**src/pkg/hssp_pkg.sv**
```systemverilog
// package: constants and state type for the hub strap and status pin block
package hssp_pkg;
	localparam int CLK_HZ = 40000000;
	localparam logic MODE_MEMORY = 1'b1;
	localparam logic MODE_HOST = 1'b0;
	localparam logic [6:0] MEM_BUS_ADDR = 7'h50;
	localparam logic [7:0] MEM_START_ADDR = 8'h00;
	localparam logic [3:0] SLAVE_ADDR_HI = 4'h8;
	localparam logic [1:0] SLAVE_ADDR_B32 = 2'h3;
	localparam logic [1:0] SLAVE_ADDR_B0 = 2'h0;
	localparam int SYNC_STAGES = 3;
	localparam int STRAP_SETTLE = 2;
	localparam logic [1:0] STRAP_CNT_RESET = 2'h0;

	typedef enum logic [1:0] {
		HSSP_SETTLE,
		HSSP_CAPTURE,
		HSSP_RUN
	} hssp_state_t;

	typedef struct packed {
		hssp_state_t state;
		logic [1:0] settle_cnt;
		logic [SYNC_STAGES-1:0] mode_sync;
		logic [SYNC_STAGES-1:0] sda_sync;
		logic [SYNC_STAGES-1:0] pwr_sync;
		logic strap_valid;
		logic lpm_strap;
		logic pwr_strap;
		logic mode;
		logic hs_susp;
		logic ss_susp;
		logic hs_link;
		logic ss_link;
		logic lpm_disable;
		logic ds_pwr_en;
	} hssp_regs_t;
endpackage

```
**src/hssp_top.sv**
```systemverilog
// design: hub strap sampling, serial interface mode select and upstream status pins
// ---------------------------------------------------------------
// Functional notes
// mode input high routes the shared pins to the memory master, low to the host slave.
// data pin is sampled at reset release; high disables U1/U2, low enables them.
// with memory or host configuration, the config disable bit decides U1/U2 instead.
// high-speed suspend output is 1 while suspended in high speed, else 0.
// superspeed suspend output is 1 while suspended in superspeed, else 0.
// high-speed link output is 1 when connected high speed, 0 at low or full speed.
// superspeed link output is 1 when running superspeed, else 0.
// power strap sampled at reset release; 0 gives full power management, 1 none.
// with full power management the downstream power enable output is driven.
// in host mode the power strap value is slave address bit 1.
// slave address bits 2 and 3 are always one.
// the slave answers address 1000 11xy, x the strap, y the read bit.
// memory mode reads bus address 1010000b, 7-bit addressing, from address 0.
// straps latch at reset release and hold until the next reset.
// status outputs follow the link state synchronously to the core clock.
// ---------------------------------------------------------------
`timescale 1ns/10ps
module hssp_top (
	input wire logic clk,
	input wire logic reset_n,
	input wire logic interface_mode_select,
	input wire logic shared_serial_clock_pin_i,
	output logic shared_serial_clock_pin_o,
	output logic shared_serial_clock_pin_oe,
	input wire logic shared_serial_data_pin_i,
	output logic shared_serial_data_pin_o,
	output logic shared_serial_data_pin_oe,
	input wire logic power_mgmt_strap_addr_bit,
	input wire logic cfg_loaded,
	input wire logic cfg_low_power_link_state_disable,
	input wire logic mem_scl_o,
	input wire logic mem_scl_oe,
	input wire logic mem_sda_o,
	input wire logic mem_sda_oe,
	input wire logic host_scl_o,
	input wire logic host_scl_oe,
	input wire logic host_sda_o,
	input wire logic host_sda_oe,
	output logic engine_scl_i,
	output logic engine_sda_i,
	output logic memory_mode_en,
	output logic host_mode_en,
	output logic strap_valid,
	output logic [6:0] mem_bus_addr,
	output logic [7:0] mem_start_addr,
	output logic [6:0] slave_addr,
	input wire logic port_pwr_request,
	input wire logic up_connected,
	input wire logic up_high_speed,
	input wire logic up_super_speed,
	input wire logic up_suspended,
	output logic high_speed_suspend_out,
	output logic super_speed_suspend_out,
	output logic high_speed_link_out,
	output logic super_speed_link_out,
	output logic low_power_link_state_disable,
	output logic full_power_mgmt,
	output logic downstream_power_enable
);
	import hssp_pkg::*;

	// ---------------------------------------------------------------
	// state and decoded levels
	// ---------------------------------------------------------------
	hssp_regs_t r_q;
	hssp_regs_t r_d;
	logic sda_agree;
	logic pwr_agree;
	logic settle_done;
	logic hs_now;
	logic ss_now;
	logic hs_susp_now;
	logic ss_susp_now;
	logic cfg_source;
	logic use_mem_pins;
	logic pwr_ctrl_ok;

	// ---------------------------------------------------------------
	// helper functions
	// ---------------------------------------------------------------
	// shift one pin sample into a synchroniser chain
	function automatic logic [SYNC_STAGES-1:0] sync_shift(
		input logic [SYNC_STAGES-1:0] s,
		input logic pin
	);
		sync_shift = {s[SYNC_STAGES-2:0], pin};
	endfunction

	// a pin change counts once the second and third stages agree
	function automatic logic sync_agree(input logic [SYNC_STAGES-1:0] s);
		sync_agree = (s[1] == s[2]);
	endfunction

	// agreed level of a chain, else the level held so far
	function automatic logic sync_level(
		input logic [SYNC_STAGES-1:0] s,
		input logic prev
	);
		sync_level = sync_agree(s) ? s[2] : prev;
	endfunction

	// upstream port connected at high speed and not at superspeed
	function automatic logic link_high_speed(
		input logic conn,
		input logic hs,
		input logic ss
	);
		link_high_speed = conn & hs & ~ss;
	endfunction

	// upstream port connected at superspeed
	function automatic logic link_super_speed(
		input logic conn,
		input logic ss
	);
		link_super_speed = conn & ss;
	endfunction

	// 7-bit slave address 1000 11x; the read/write bit follows on the wire
	function automatic logic [6:0] slave_address(input logic strap);
		slave_address = {SLAVE_ADDR_HI, SLAVE_ADDR_B32, strap};
	endfunction

	// ---------------------------------------------------------------
	// decoded levels
	// ---------------------------------------------------------------
	always_comb begin
		sda_agree = sync_agree(r_q.sda_sync);
		pwr_agree = sync_agree(r_q.pwr_sync);
		settle_done = (r_q.settle_cnt == 2'(STRAP_SETTLE));
		hs_now = link_high_speed(up_connected, up_high_speed, up_super_speed);
		ss_now = link_super_speed(up_connected, up_super_speed);
		hs_susp_now = hs_now & up_suspended;
		ss_susp_now = ss_now & up_suspended;
		cfg_source = r_q.strap_valid & cfg_loaded;
		use_mem_pins = (r_q.mode == MODE_MEMORY);
		pwr_ctrl_ok = r_q.strap_valid & ~r_q.pwr_strap;
	end

	// ---------------------------------------------------------------
	// next state
	// ---------------------------------------------------------------
	always_comb begin
		r_d = r_q;
		// synchroniser chains
		r_d.mode_sync = sync_shift(r_q.mode_sync, interface_mode_select);
		r_d.sda_sync = sync_shift(r_q.sda_sync, shared_serial_data_pin_i);
		r_d.pwr_sync = sync_shift(r_q.pwr_sync, power_mgmt_strap_addr_bit);
		// mode follows the agreed pin level
		r_d.mode = sync_level(r_q.mode_sync, r_q.mode);
		// strap sequencer
		case (r_q.state)
			HSSP_SETTLE: begin
				if (settle_done) begin
					r_d.state = HSSP_CAPTURE;
				end else begin
					r_d.settle_cnt = r_q.settle_cnt + 2'h1;
				end
			end
			HSSP_CAPTURE: begin
				if (sda_agree & pwr_agree) begin
					r_d.lpm_strap = r_q.sda_sync[2];
					r_d.pwr_strap = r_q.pwr_sync[2];
					r_d.strap_valid = 1'b1;
					r_d.state = HSSP_RUN;
				end else begin
					r_d.state = HSSP_CAPTURE;
				end
			end
			HSSP_RUN: begin
				r_d.state = HSSP_RUN;
			end
			default: begin
				r_d.state = HSSP_SETTLE;
			end
		endcase
		// status follows the link each core clock
		r_d.hs_susp = hs_susp_now;
		r_d.ss_susp = ss_susp_now;
		r_d.hs_link = hs_now;
		r_d.ss_link = ss_now;
		// low-power link state source
		if (cfg_source) begin
			r_d.lpm_disable = cfg_low_power_link_state_disable;
		end else begin
			r_d.lpm_disable = r_q.lpm_strap;
		end
		// downstream power switch control
		if (pwr_ctrl_ok) begin
			r_d.ds_pwr_en = port_pwr_request;
		end else begin
			r_d.ds_pwr_en = 1'b0;
		end
	end

	// ---------------------------------------------------------------
	// registers
	// ---------------------------------------------------------------
	always_ff @(posedge clk or negedge reset_n) begin
		if (!reset_n) begin
			r_q <= '0;
			r_q.state <= HSSP_SETTLE;
			r_q.settle_cnt <= STRAP_CNT_RESET;
		end else begin
			r_q <= r_d;
		end
	end

	// ---------------------------------------------------------------
	// shared clock pin routing
	// ---------------------------------------------------------------
	// drivers stay off until the straps are taken, so the pins read clean
	always_comb begin
		if (use_mem_pins) begin
			shared_serial_clock_pin_o = mem_scl_o;
			shared_serial_clock_pin_oe = mem_scl_oe & r_q.strap_valid;
		end else begin
			shared_serial_clock_pin_o = host_scl_o;
			shared_serial_clock_pin_oe = host_scl_oe & r_q.strap_valid;
		end
	end

	// ---------------------------------------------------------------
	// shared data pin routing
	// ---------------------------------------------------------------
	always_comb begin
		if (use_mem_pins) begin
			shared_serial_data_pin_o = mem_sda_o;
			shared_serial_data_pin_oe = mem_sda_oe & r_q.strap_valid;
		end else begin
			shared_serial_data_pin_o = host_sda_o;
			shared_serial_data_pin_oe = host_sda_oe & r_q.strap_valid;
		end
	end

	// ---------------------------------------------------------------
	// outputs
	// ---------------------------------------------------------------
	assign engine_scl_i = shared_serial_clock_pin_i;
	assign engine_sda_i = shared_serial_data_pin_i;
	assign memory_mode_en = r_q.strap_valid & (r_q.mode == MODE_MEMORY);
	assign host_mode_en = r_q.strap_valid & (r_q.mode == MODE_HOST);
	assign strap_valid = r_q.strap_valid;
	assign mem_bus_addr = MEM_BUS_ADDR;
	assign mem_start_addr = MEM_START_ADDR;
	assign slave_addr = slave_address(r_q.pwr_strap);
	assign high_speed_suspend_out = r_q.hs_susp;
	assign super_speed_suspend_out = r_q.ss_susp;
	assign high_speed_link_out = r_q.hs_link;
	assign super_speed_link_out = r_q.ss_link;
	assign low_power_link_state_disable = r_q.lpm_disable;
	assign full_power_mgmt = r_q.strap_valid & ~r_q.pwr_strap;
	assign downstream_power_enable = r_q.ds_pwr_en;
endmodule // hssp_top

```
**config.mk**
```make
export PLATFORM = sky130hd
export DESIGN_NAME = hssp_top
export DESIGN_NICKNAME = d
export VERILOG_FILES = /design/src/pkg/hssp_pkg.sv /design/src/hssp_top.sv
export SDC_FILE = /design/constraint.sdc
export NUM_CORES = 1
export LEC_CHECK = 0
export CAP_MARGIN = 20
export CORE_AREA = 2 2 50 52
export DETAILED_ROUTE_END_ITERATION = 10
export DIE_AREA = 0 0 52 54
export DONT_BUFFER_PORTS = 1
export PLACE_DENSITY_LB_ADDON = 0.08
export SLEW_MARGIN = 5
export SYNTH_ARGS = -nofsm -noshare
export SYNTH_HDL_FRONTEND = slang
export SYNTH_SLANG_ARGS = --single-unit
export TNS_END_PERCENT = 100
```
**constraint.sdc**
```tcl
create_clock -name clk -period 1.12 [get_ports clk]
set_input_delay 0.112 -clock clk [delete_from_list [all_inputs] [get_ports clk]]
set_output_delay 0.112 -clock clk [all_outputs]
set_load 0.02 [all_outputs]
```
==> results.md, run 1 <==
- Reg2reg end: r_q[19]
- P&R area growth vs syn: 20.63%
- 1st-iter DRT viols: 9
- Drt first pass iters: 2
- Setup TNS: -961.0 ps
- Worst hold slack: 33.33 ps
- DP Wirelength: 1072 um
- Critical path class: flop to output pin
- Simple-Gate Fraction of Synth Area: 13.17%
- Startpoint types: flop
- Crit-path slowest cell: dfrtp_2
- Power density cells: 1460 nW/um^2
- Worst-path clk slew: 130 ps
- Fillers: 190
- Post-synth cell types: 25
- Post-synthesis sequential area ratio: 53.61%
- Final Max Tran Viols: 0
- Clock skew: 2.257 ps
- Max frequency: 761.1 MHz
- Cells after synthesis: 91
- Crit. End Element: output pin
- Final setup violation count: 10
- CP max FO: 7
- DR DRC count: 0
- Crit-path cells: mux2i_1 -> nor2b_1 -> buf_4
- Core area: 2320 um^2
- Synth area leader: dfrtp_1
- Busiest grt layer: met2
- Antenna diodes: 0
- Vias in the first global route: 565
- Main combinational cell family by area after synthesis: buffers and inverters
- R2r setup slk: -80 ps
- Failing checks: setup timing
- IO Port Bufs: 0
- Clock Sinks: 23
- Hold depth: 2
- Clock root buffer: clkbuf_4
- Clk_lat worst skew: 300 ps
- Synth area leaders: dfrtp_1 54%, buf_4 17%, mux2_2 3.1%
- Ys Warns: 0
- Xor and xnor area share after synthesis: 3.147%
- Row cnt: 18
- Share of the synthesized area in the top cell type: 53.61%
- Clk buf depth: 2
- Die area: 2808 um^2
- Layout cell share with drive strength beyond 1: 31.30%
- Max Cap Viol: 0
- LEAKAGE: 0.6090 nW
- Routed Antenna Nets: 0
- Worst Tran Pin Value: 524.9 ps
- RSZ-0062 raised after global routing: yes
- Synth Area in Adders: 2.098%
- Crit-path leading delay family: flip-flops
- Slowest cell delay on critical path: 450 ps
- Total Routing Usage GR: 11.41%
- Min Tclk post-route: 1314 ps
- Routed WL per cell: 10.99 um
- Placer Congestion: 0.6196
- Largest net degree at the start of global routing: 24
- Dpl ws: -65.16 ps
- Met3 Usage GRT: 4.444%
- Hold WC Path Type: primary input to flop
- Worst Hold End: low_power_link_state_disable
- Crit path DAT: 1200 ps
- H-Tree Depth: 1
- Hold Vio Cnt, Final: 0
- Worst path bufs/invs: 1
- Global Route met1 Usage: 11.88%
- Outcome: finished, violations left
- DR vias/cell: 4.359
- Global Route met2 Usage: 20.68%
- Seq cells post-synth: 23
- Synth Area in Compound Gates: 3.730%
- R2R cell count: 4
- R2R Path Start: r_q[19]
- GRT overflow: 0
- Final worst slack: -193.9 ps
- Initial antenna violation count: 0
- Post-layout util: 55.83%
- Total number of vias: 632
- Drt total wl: 1594 um
- Total power: 0.001890 W
- Post-Syn Area: 1074 um^2
- Peak VDD IR: 0.8733 mV
- CP required: 1010 ps
- CTS tree: yes
- Die Ht: 54 um
- Post-synthesis mux area share: 5.944%
- Slew HR: 64.89%
- Syn avg cell area: 11.80 um^2
- # nets final: 138
- Worst Hold Launch: cfg_loaded
- Final period utilization: 117.3%
- I/O pins: 59
- Starting Density: 46.28%
- Die Wd: 52 um
- CTS buffer count: 3
- Global-route wire length before repair: 2277 um
-- layout by cell type, fill, tap and decap left out --
| cell type | n |
|---|---|
| nor2_1 | 1 |
| nand2b_1 | 3 |
| nand2_1 | 2 |
| dlygate4sd3_1 | 11 |
| mux2i_1 | 3 |
| and2_2 | 1 |
| nand2_2 | 1 |
| clkinvlp_4 | 1 |
| a311oi_1 | 1 |
| buf_8 | 1 |
| inv_1 | 1 |
| nand4_1 | 2 |
| buf_6 | 2 |
| maj3_1 | 1 |
| ha_2 | 1 |
| o21ai_2 | 1 |
| dfrtp_2 | 3 |
| xnor2_2 | 3 |
| dfrtp_1 | 20 |
| or3_4 | 1 |
| nor2b_2 | 1 |
| conb_1 | 21 |
| o31ai_1 | 2 |
| and2_1 | 3 |
| nor2_2 | 1 |
| and3_1 | 1 |
| o21bai_1 | 1 |
| mux2_2 | 3 |
| and2b_2 | 1 |
| clkbuf_4 | 3 |
| nand3_1 | 3 |
| buf_4 | 12 |
| nor2b_1 | 3 |
-- registers in the layout, indices dropped and copies added, names as in the netlist --
register / count
high_speed_link_out: 1
downstream_power_enable: 1
strap_valid: 1
high_speed_suspend_out: 1
super_speed_suspend_out: 1
low_power_link_state_disable: 1
slave_addr: 1
r_d: 6
super_speed_link_out: 1
r_q: 8
use_mem_pins: 1
-- cell families (layout without fill, tap and decap cells) --
family          Yosys count  count (layout)
buf+inv                  26              31
simple gates             24              24
flops                    23              23
mux                       6               6
compound gates            5               5
xor+xnor                  3               3
fa+ha+maj                 2               2
other cells               2              21
-- metal layers --
| layer | up-vias | part of all wire [%] | wire length (um) |
|---|---|---|---|
| li1 | 300 | - | - |
| met1 | 298 | 39 | 618 |
| met2 | 34 | 52 | 825 |
| met3 | 0 | 9.5 | 151 |
| met4 | 0 | 0 | 0 |
| met5 | - | 0 | 0 |
-- report_power, final --
| part | internal (W) | total (W) | switching (W) |
|---|---|---|---|
| Combinational | 0.000227 | 0.000483 | 0.000256 |
| Sequential | 0.000921 | 0.00103 | 0.000105 |
| Clock | 0.000136 | 0.000381 | 0.000245 |
| Total | 0.00128 | 0.00189 | 0.000607 |
-- how the worst max path moves through the flow --
stage               slack, ps  depth (start not counted)                          to    startpoint
finish                   -190                          3  shared_serial_clock_pin_oe  use_mem_pins
global route             -270                          3  shared_serial_clock_pin_oe  use_mem_pins
CTS                      -180                          3  shared_serial_clock_pin_oe  use_mem_pins
detailed placement        -70                          4                     r_q[19]       r_q[19]
global placement          -30                          4                     r_q[19]       r_q[19]
floorplan                 -80                          4                     r_q[19]       r_q[19]
-- Yosys cell counts (all sizes together) --
library cell and count:
o21bai 1, a311oi 1, xnor2 3, mux2i 3
inv 1, o21ai 1, buf 25, nand2 3
or3 1, conb 2, nand4 2, and2b 1
nor2 2, dfrtp 23, nor2b 4, mux2 3
nand3 3, ha 1, and2 4, nand2b 3
maj3 1, and3 1, o31ai 2
-- area by class of cell --
| class | count | area (um^2) | area share, % |
|---|---|---|---|
| repair buffers | 26 | 237.7 | 18.36 |
| inverters | 1 | 3.754 | 0.2899 |
| clock buffers | 3 | 22.52 | 1.739 |
| well taps | 30 | 37.54 | 2.899 |
| multi-input cells | 61 | 406.6 | 31.40 |
| clock inverters | 1 | 7.507 | 0.5797 |
| flip-flops and latches | 23 | 579.3 | 44.73 |
-- repair_timing --
action,in CTS,in global routing
setup buffers,2,1
pin swaps,0,2
resized for setup,7,2
endpoints found under the setup margin,10,13
hold endpoints to repair,32,1
hold buffers,10,2
-- metrics by stage --
step	instances	cell area (um^2)
floorplan	110	1152
global placement	126	1087
detailed placement	126	1087
CTS	142	1252
global route	145	1295
finish	145	1295
Note: power is estimated with default switching activity, not from simulation.
==> inputs of run 2 (changes only) <==
RECOVER_POWER = 50   (was default)
==> run 2 against run 1 <==
Flip-flop and latch count is the same. Routed wire length fell by 0.31%. Sequential share of layout area grew 0.70 points. Hold slack hardly changed. Largest cell class unchanged. Total power down 0.45%. Non-clock buffer count did not move. Largest power group unchanged. Critical path depth unchanged. Die area unchanged. The flow still finishes with violations (setup timing). Critical path type unchanged. Highest routed layer unchanged. Combinational power decreased by 2%. Clock power is essentially flat.
==> results.md, run 2 (synthesis gave the netlist of run 1 again) <==
- Biggest register: r_q (unchanged)
- P_int: 0.001276 W (was 0.001283 W)
- R2R Path Start: r_q[19] (unchanged)
- Worst Hold End: low_power_link_state_disable (unchanged)
- CP required: 1010 ps (about the same)
- Routed WL per cell: 10.96 um (was 10.99 um)
- Clk_lat worst skew: 300 ps (about the same)
- Clock skew: 2.681 ps (was 2.257 ps)
- Vias in the first global route: 565 (unchanged)
- Hold WC Path Type: primary input to flop (unchanged)
- LEAKAGE: 0.5979 nW (was 0.6090 nW)
- CTS buffer count: 3 (unchanged)
- Crit path DAT: 1200 ps (about the same)
- Crit-path slowest cell: dfrtp_2 (unchanged)
- Hold Vio Cnt, Final: 0 (unchanged)
- Antenna diodes: 0 (unchanged)
- Critical path class: flop to output pin (unchanged)
- Max reg flops: 8 (unchanged)
- R2r setup slk: -80 ps (about the same)
- CTS tree: yes (unchanged)
- Comb power frac: 25.2% (was 25.5%)
- Most frequent cells in the layout: 21 x conb_1, 20 x dfrtp_1, 11 x dlygate4sd3_1 (was 21 x conb_1, 20 x dfrtp_1, 12 x buf_4)
- Worst Hold Launch: cfg_loaded (unchanged)
- GRT overflow: 0 (unchanged)
- Clock Sinks: 23 (unchanged)
- Final period utilization: 117.2% (was 117.3%)
- Failing checks: setup timing (unchanged)
- Drt total wl: 1589 um (was 1594 um)
- P&R area growth vs syn: 18.76% (was 20.63%)
- Power density cells: 1476 nW/um^2 (was 1460 nW/um^2)
- Slowest cell delay on critical path: 450 ps (about the same)
- Setup TNS: -955.0 ps (was -961.0 ps)
- Switching power: 0.0006050 W (was 0.0006066 W)
- DR DRC count: 0 (unchanged)
- Crit-path cells: mux2i_1 -> nor2b_1 -> buf_4 (unchanged)
- Starting Density: 46.28% (unchanged)
- Layout cell share with drive strength beyond 1: 28.70% (was 31.30%)
- Clk buf depth: 2 (unchanged)
- Die Wd: 52 um (unchanged)
- Hold depth: 2 (unchanged)
- Total Routing Usage GR: 11.41% (unchanged)
- Startpoint types: flop (unchanged)
- Largest net degree at the start of global routing: 24 (unchanged)
- Clock power frac: 20.2% (about the same)
- Outcome: finished, violations left (unchanged)
- Die Ht: 54 um (unchanged)
- Min Tclk post-route: 1313 ps (was 1314 ps)
- Clock root buffer: clkbuf_4 (unchanged)
- Core area: 2320 um^2 (unchanged)
- Total number of vias: 638 (was 632)
- # nets final: 138 (unchanged)
- DP Wirelength: 1072 um (unchanged)
- H-Tree Depth: 1 (unchanged)
- RSZ-0062 raised after global routing: yes (unchanged)
- Most common cell after layout, fill and taps aside: conb_1 (unchanged)
- 1st-iter DRT viols: 4 (was 9)
- IO Port Bufs: 0 (unchanged)
- Final worst slack: -193.1 ps (was -193.9 ps)
- Crit. End Element: output pin (unchanged)
- Reg2reg end: r_q[19] (unchanged)
- DR vias/cell: 4.400 (was 4.359)
- Sequential power share: 54.6% (was 54.3%)
- Routed Antenna Nets: 0 (unchanged)
- Final Max Tran Viols: 0 (unchanged)
- Placer Congestion: 0.6196 (unchanged)
- Row cnt: 18 (unchanged)
- Drt first pass iters: 2 (unchanged)
- Die area: 2808 um^2 (unchanged)
- Initial antenna violation count: 0 (unchanged)
- Worst hold slack: 33.49 ps (was 33.33 ps)
- I/O pins: 59 (unchanged)
- Max frequency: 761.5 MHz (was 761.1 MHz)
- Max Cap Viol: 0 (unchanged)
- Worst-path clk slew: 130 ps (about the same)
- R2R cell count: 4 (unchanged)
- Final setup violation count: 10 (unchanged)
- Sw frac: 32.16% (was 32.09%)
- CP max FO: 7 (unchanged)
- Peak VDD IR: 0.8730 mV (was 0.8733 mV)
- Global-route wire length before repair: 2277 um (unchanged)
run 2: cell types whose count changed in the layout (fill, tap and decap cells not counted), sizes merged:
cell    before  now
clkbuf       3    6
buf         15   12
run 2: per-layer routing:
metal	vias to the layer above	share of wire, %	global-route usage [%]
li1	300	-	-
met1	304	38	11.88
met2	34	52	20.68
met3	0	9.5	4.444
met4	0	0	4.386
met5	-	0	0
run 2: layout make-up:
cell class / count / area [um^2]
Fill cell: 196 / 1045
Sequential cell: 23 / 579.3
Multi-Input combinational cell: 61 / 404.1
Timing Repair Buffer: 26 / 220.2
Tap cell: 30 / 37.54
Clock buffer: 3 / 22.52
Clock inverter: 1 / 7.507
Inverter: 1 / 3.754
run 2: worst max-delay path, delay by kind of cell (launching register included):
kind	cells	cell delay, ps
flops	1	450
simple gates	1	70
mux	1	230
buf+inv	1	150
run 2: worst max-delay path by stage:
| stage | start | end | slack, ps | cells after the start |
|---|---|---|---|---|
| finish | use_mem_pins | shared_serial_clock_pin_oe | -190 | 3 |
| global route | use_mem_pins | shared_serial_clock_pin_oe | -270 | 3 |
| CTS | use_mem_pins | shared_serial_clock_pin_oe | -180 | 3 |
| detailed placement | r_q[19] | r_q[19] | -70 | 4 |
| global placement | r_q[19] | r_q[19] | -30 | 4 |
| floorplan | r_q[19] | r_q[19] | -80 | 4 |
run 2: power by group through the flow:
stage / combinational (W) / clock [W] / sequential [W]
after floorplan: 0.000378 / 0 / 0.00103
after global placement: 0.000408 / 0 / 0.00104
after detailed placement: 0.000410 / 0 / 0.00104
after CTS: 0.000466 / 0.000410 / 0.00103
after global routing: 0.000523 / 0.000434 / 0.00104
final: 0.000475 / 0.000380 / 0.00103
run 2: repair_timing:
action                     4_1_cts  5_1_grt
buffers inserted                 2        1
setup endpoints to repair       10       13
hold endpoints to repair        32        1
cloned                           0        0
hold buffers                    10        2
resized for setup                7        2
pin swaps                        0        2
run 2: stage by stage:
stage	cells	utilization [%]	cell area, um^2	setup WS (ps)	power [W]
floorplan	110	-	1152	-79.46	0.001404
finish	145	54.96	1275	-193.1	0.001881
global route	145	54.96	1275	-271.2	0.001998
global placement	126	46.87	1087	-33.88	0.001448
detailed placement	126	46.87	1087	-65.16	0.001451
CTS	142	53.99	1252	-179.1	0.001904
==> inputs of run 3 (changes only) <==
GPL_TIMING_DRIVEN = 0   (was default)
clock period = 1.4 ns   (was 1.12 ns; I/O delays follow)
==> run 3 against run 2 <==
The run now ends clean. Clock skew hardly changed. Worst setup slack better by 260 ps. Utilization is 2.5 points higher. Clock-buffer cell count did not move. Non-clock buffer count is 10 higher. Hold slack improved by 17 ps. Flip-flop and latch count is the same. Die area unchanged. Routed wire length down 4.3%. Clock power fell by 23%. Via count grew 2.4%. Sequential share of layout area decreased by 2.2 points.
==> results.md, run 3 (synthesis gave the netlist of run 1 again) <==
- Outcome: completed (was finished, violations left)
- Antenna diodes: 0 (unchanged)
- Critical path origin: use_mem_pins (unchanged)
- Peak VDD IR: 0.6488 mV (was 0.8730 mV)
- Reg2reg end: r_q[19] (unchanged)
- Clock skew: 2.583 ps (was 2.681 ps)
- Crit. End Element: output pin (unchanged)
- Busiest grt layer: met2 (unchanged)
- Routed Antenna Nets: 0 (unchanged)
- Most frequent cells in the layout: 22 x buf_4, 22 x dfrtp_1, 21 x conb_1 (was 21 x conb_1, 20 x dfrtp_1, 11 x dlygate4sd3_1)
- Starting Density: 46.28% (unchanged)
- I/O pins: 59 (unchanged)
- Total number of vias: 653 (was 638)
- Crit-path slowest cell: dfrtp_1 (was dfrtp_2)
- IO Port Bufs: 0 (unchanged)
- CP required: 1260 ps (was 1010 ps)
- Met3 Usage GRT: 5.278% (was 4.444%)
- P&R area growth vs syn: 24.13% (was 18.76%)
- Hold depth: 2 (unchanged)
- DR vias/cell: 4.213 (was 4.400)
- Critical path class: flop to output pin (unchanged)
- Final Max Tran Viols: 0 (unchanged)
- # nets final: 148 (was 138)
- DP Wirelength: 1125 um (was 1072 um)
- Die Ht: 54 um (unchanged)
- Critical Path End: shared_serial_clock_pin_oe (unchanged)
- Hold Vio Cnt, Final: 0 (unchanged)
- Clock Sinks: 23 (unchanged)
- CP max FO: 7 (unchanged)
- Final worst slack: 63.50 ps (was -193.1 ps)
- Worst path bufs/invs: 1 (unchanged)
- Max reg flops: 8 (unchanged)
- Max Cap Viol: 0 (unchanged)
- Power density cells: 1114 nW/um^2 (was 1476 nW/um^2)
- Layout Cells excl Fill: 155 (was 145)
- Global-route wire length before repair: 2442 um (was 2277 um)
- R2R cell count: 4 (unchanged)
- Placer Congestion: 0.6347 (was 0.6196)
- Vias in the first global route: 576 (was 565)
- Layout cell share with drive strength beyond 1: 31.20% (was 28.70%)
- Crit-path leading delay family: flip-flops (unchanged)
- Dpl ws: 143.4 ps (was -65.16 ps)
- 1st-iter DRT viols: 4 (unchanged)
- Post-layout util: 57.44% (was 54.96%)
- Initial antenna violation count: 0 (unchanged)
- Worst-path clk slew: 120 ps (was 130 ps)
- R2r setup slk: 120 ps (was -80 ps)
- Startpoint types: flop (unchanged)
- GRT overflow: 0 (unchanged)
- CTS tree: yes (unchanged)
- Die area: 2808 um^2 (unchanged)
- Slowest cell delay on critical path: 400 ps (was 450 ps)
- Drt first pass iters: 4 (was 2)
- Finished layout cell area: 1333 um^2 (was 1275 um^2)
- Biggest register: r_q (unchanged)
- H-Tree Depth: 1 (unchanged)
- Clock root buffer: clkbuf_4 (unchanged)
- Min Tclk post-route: 1337 ps
- Core area: 2320 um^2 (unchanged)
- Cells after DPL: 140 (was 126)
- Hold WC Path Type: primary input to flop (unchanged)
- LEAKAGE: 0.6650 nW (was 0.5979 nW)
- Fillers: 198 (was 196)
- Crit path DAT: 1200 ps (about the same)
- CTS buffer count: 3 (unchanged)
- Total Routing Usage GR: 12.10% (was 11.41%)
- Worst Tran Pin Value: 708.2 ps
- Slew HR: 52.71%
- Clk_lat worst skew: 300 ps (about the same)
- Final period utilization: 95.46%
- Placed Area: 1182 um^2 (was 1087 um^2)
- Drt total wl: 1521 um (was 1589 um)
- Max frequency: 748.2 MHz
- Crit-path cells: buf_6 -> mux2i_1 -> nor2b_2 (was mux2i_1 -> nor2b_1 -> buf_4)
- Global Route met1 Usage: 11.79% (was 11.88%)
- Clk buf depth: 2 (unchanged)
- Routed WL per cell: 9.813 um (was 10.96 um)
- Global Route met2 Usage: 22.78% (was 20.68%)
- Largest net degree at the start of global routing: 24 (unchanged)
- Row cnt: 18 (unchanged)
- R2R Path Start: r_q[19] (unchanged)
- Die Wd: 52 um (unchanged)
- Crit. path cell count: 3 (unchanged)
- DR DRC count: 0 (unchanged)
- Final setup violation count: 0 (was 10)
- Setup Buffers After CTS: 0 (was 2)
[run 3: changes by cell type in the layout (fill, tap and decap cells not counted), sizes merged]
cell | before | now
dlygate4sd3 | 11 | 10
buf | 12 | 23
clkinvlp | 1 | 0
clkinv | 0 | 1
dlymetal6s2s | 0 | 1
clkbuf | 6 | 5
[run 3: stage by stage]
stage	hold WS, ps	power [W]	setup TNS (ps)
after floorplan	-155.6	0.001120	0
after global placement	-155.0	0.001151	0
after detailed placement	-155.1	0.001160	0
after CTS	38.44	0.001505	0
after global routing	35.50	0.001574	-7.158
final	50.21	0.001484	0
[run 3: area by class of cell]
class / count / area (um^2) / share of cell area (%)
timing repair buffer: 11 / 112.6 / 8.451
buffer: 25 / 183.9 / 13.80
clock buffer: 3 / 22.52 / 1.690
sequential: 23 / 576.8 / 43.29
clock inverter: 1 / 5.005 / 0.3756
inverter: 1 / 3.754 / 0.2817
multi-input combinational: 61 / 390.4 / 29.30
tap: 30 / 37.54 / 2.817
[run 3: how the worst min path moves through the flow]
stage                    start                      endpoint  slack (ps)
floorplan              reset_n       downstream_power_enable        -160
global placement       reset_n       downstream_power_enable        -160
detailed placement     reset_n       downstream_power_enable        -160
CTS                 cfg_loaded  low_power_link_state_disable          40
global route        cfg_loaded  low_power_link_state_disable          40
finish              cfg_loaded  low_power_link_state_disable          50
[run 3: repair_timing]
item | CTS | global route
setup endpoints to repair | 4 | 6
hold buffers | 10 | 0
resized for setup | 4 | 4
hold endpoints to repair | 32 | 0
[run 3: report_power, final]
group / internal (W) / switching [W]
sequential: 0.000735 / 0.0000908
clock: 0.000107 / 0.000186
combinational: 0.000168 / 0.000199
total: 0.00101 / 0.000475
[run 3: routing by layer]
layer / vias to the layer above / wire length (um)
li1: 323 / -
met1: 281 / 593
met2: 47 / 705
met3: 2 / 211
met4: 0 / 10
met5: - / 0
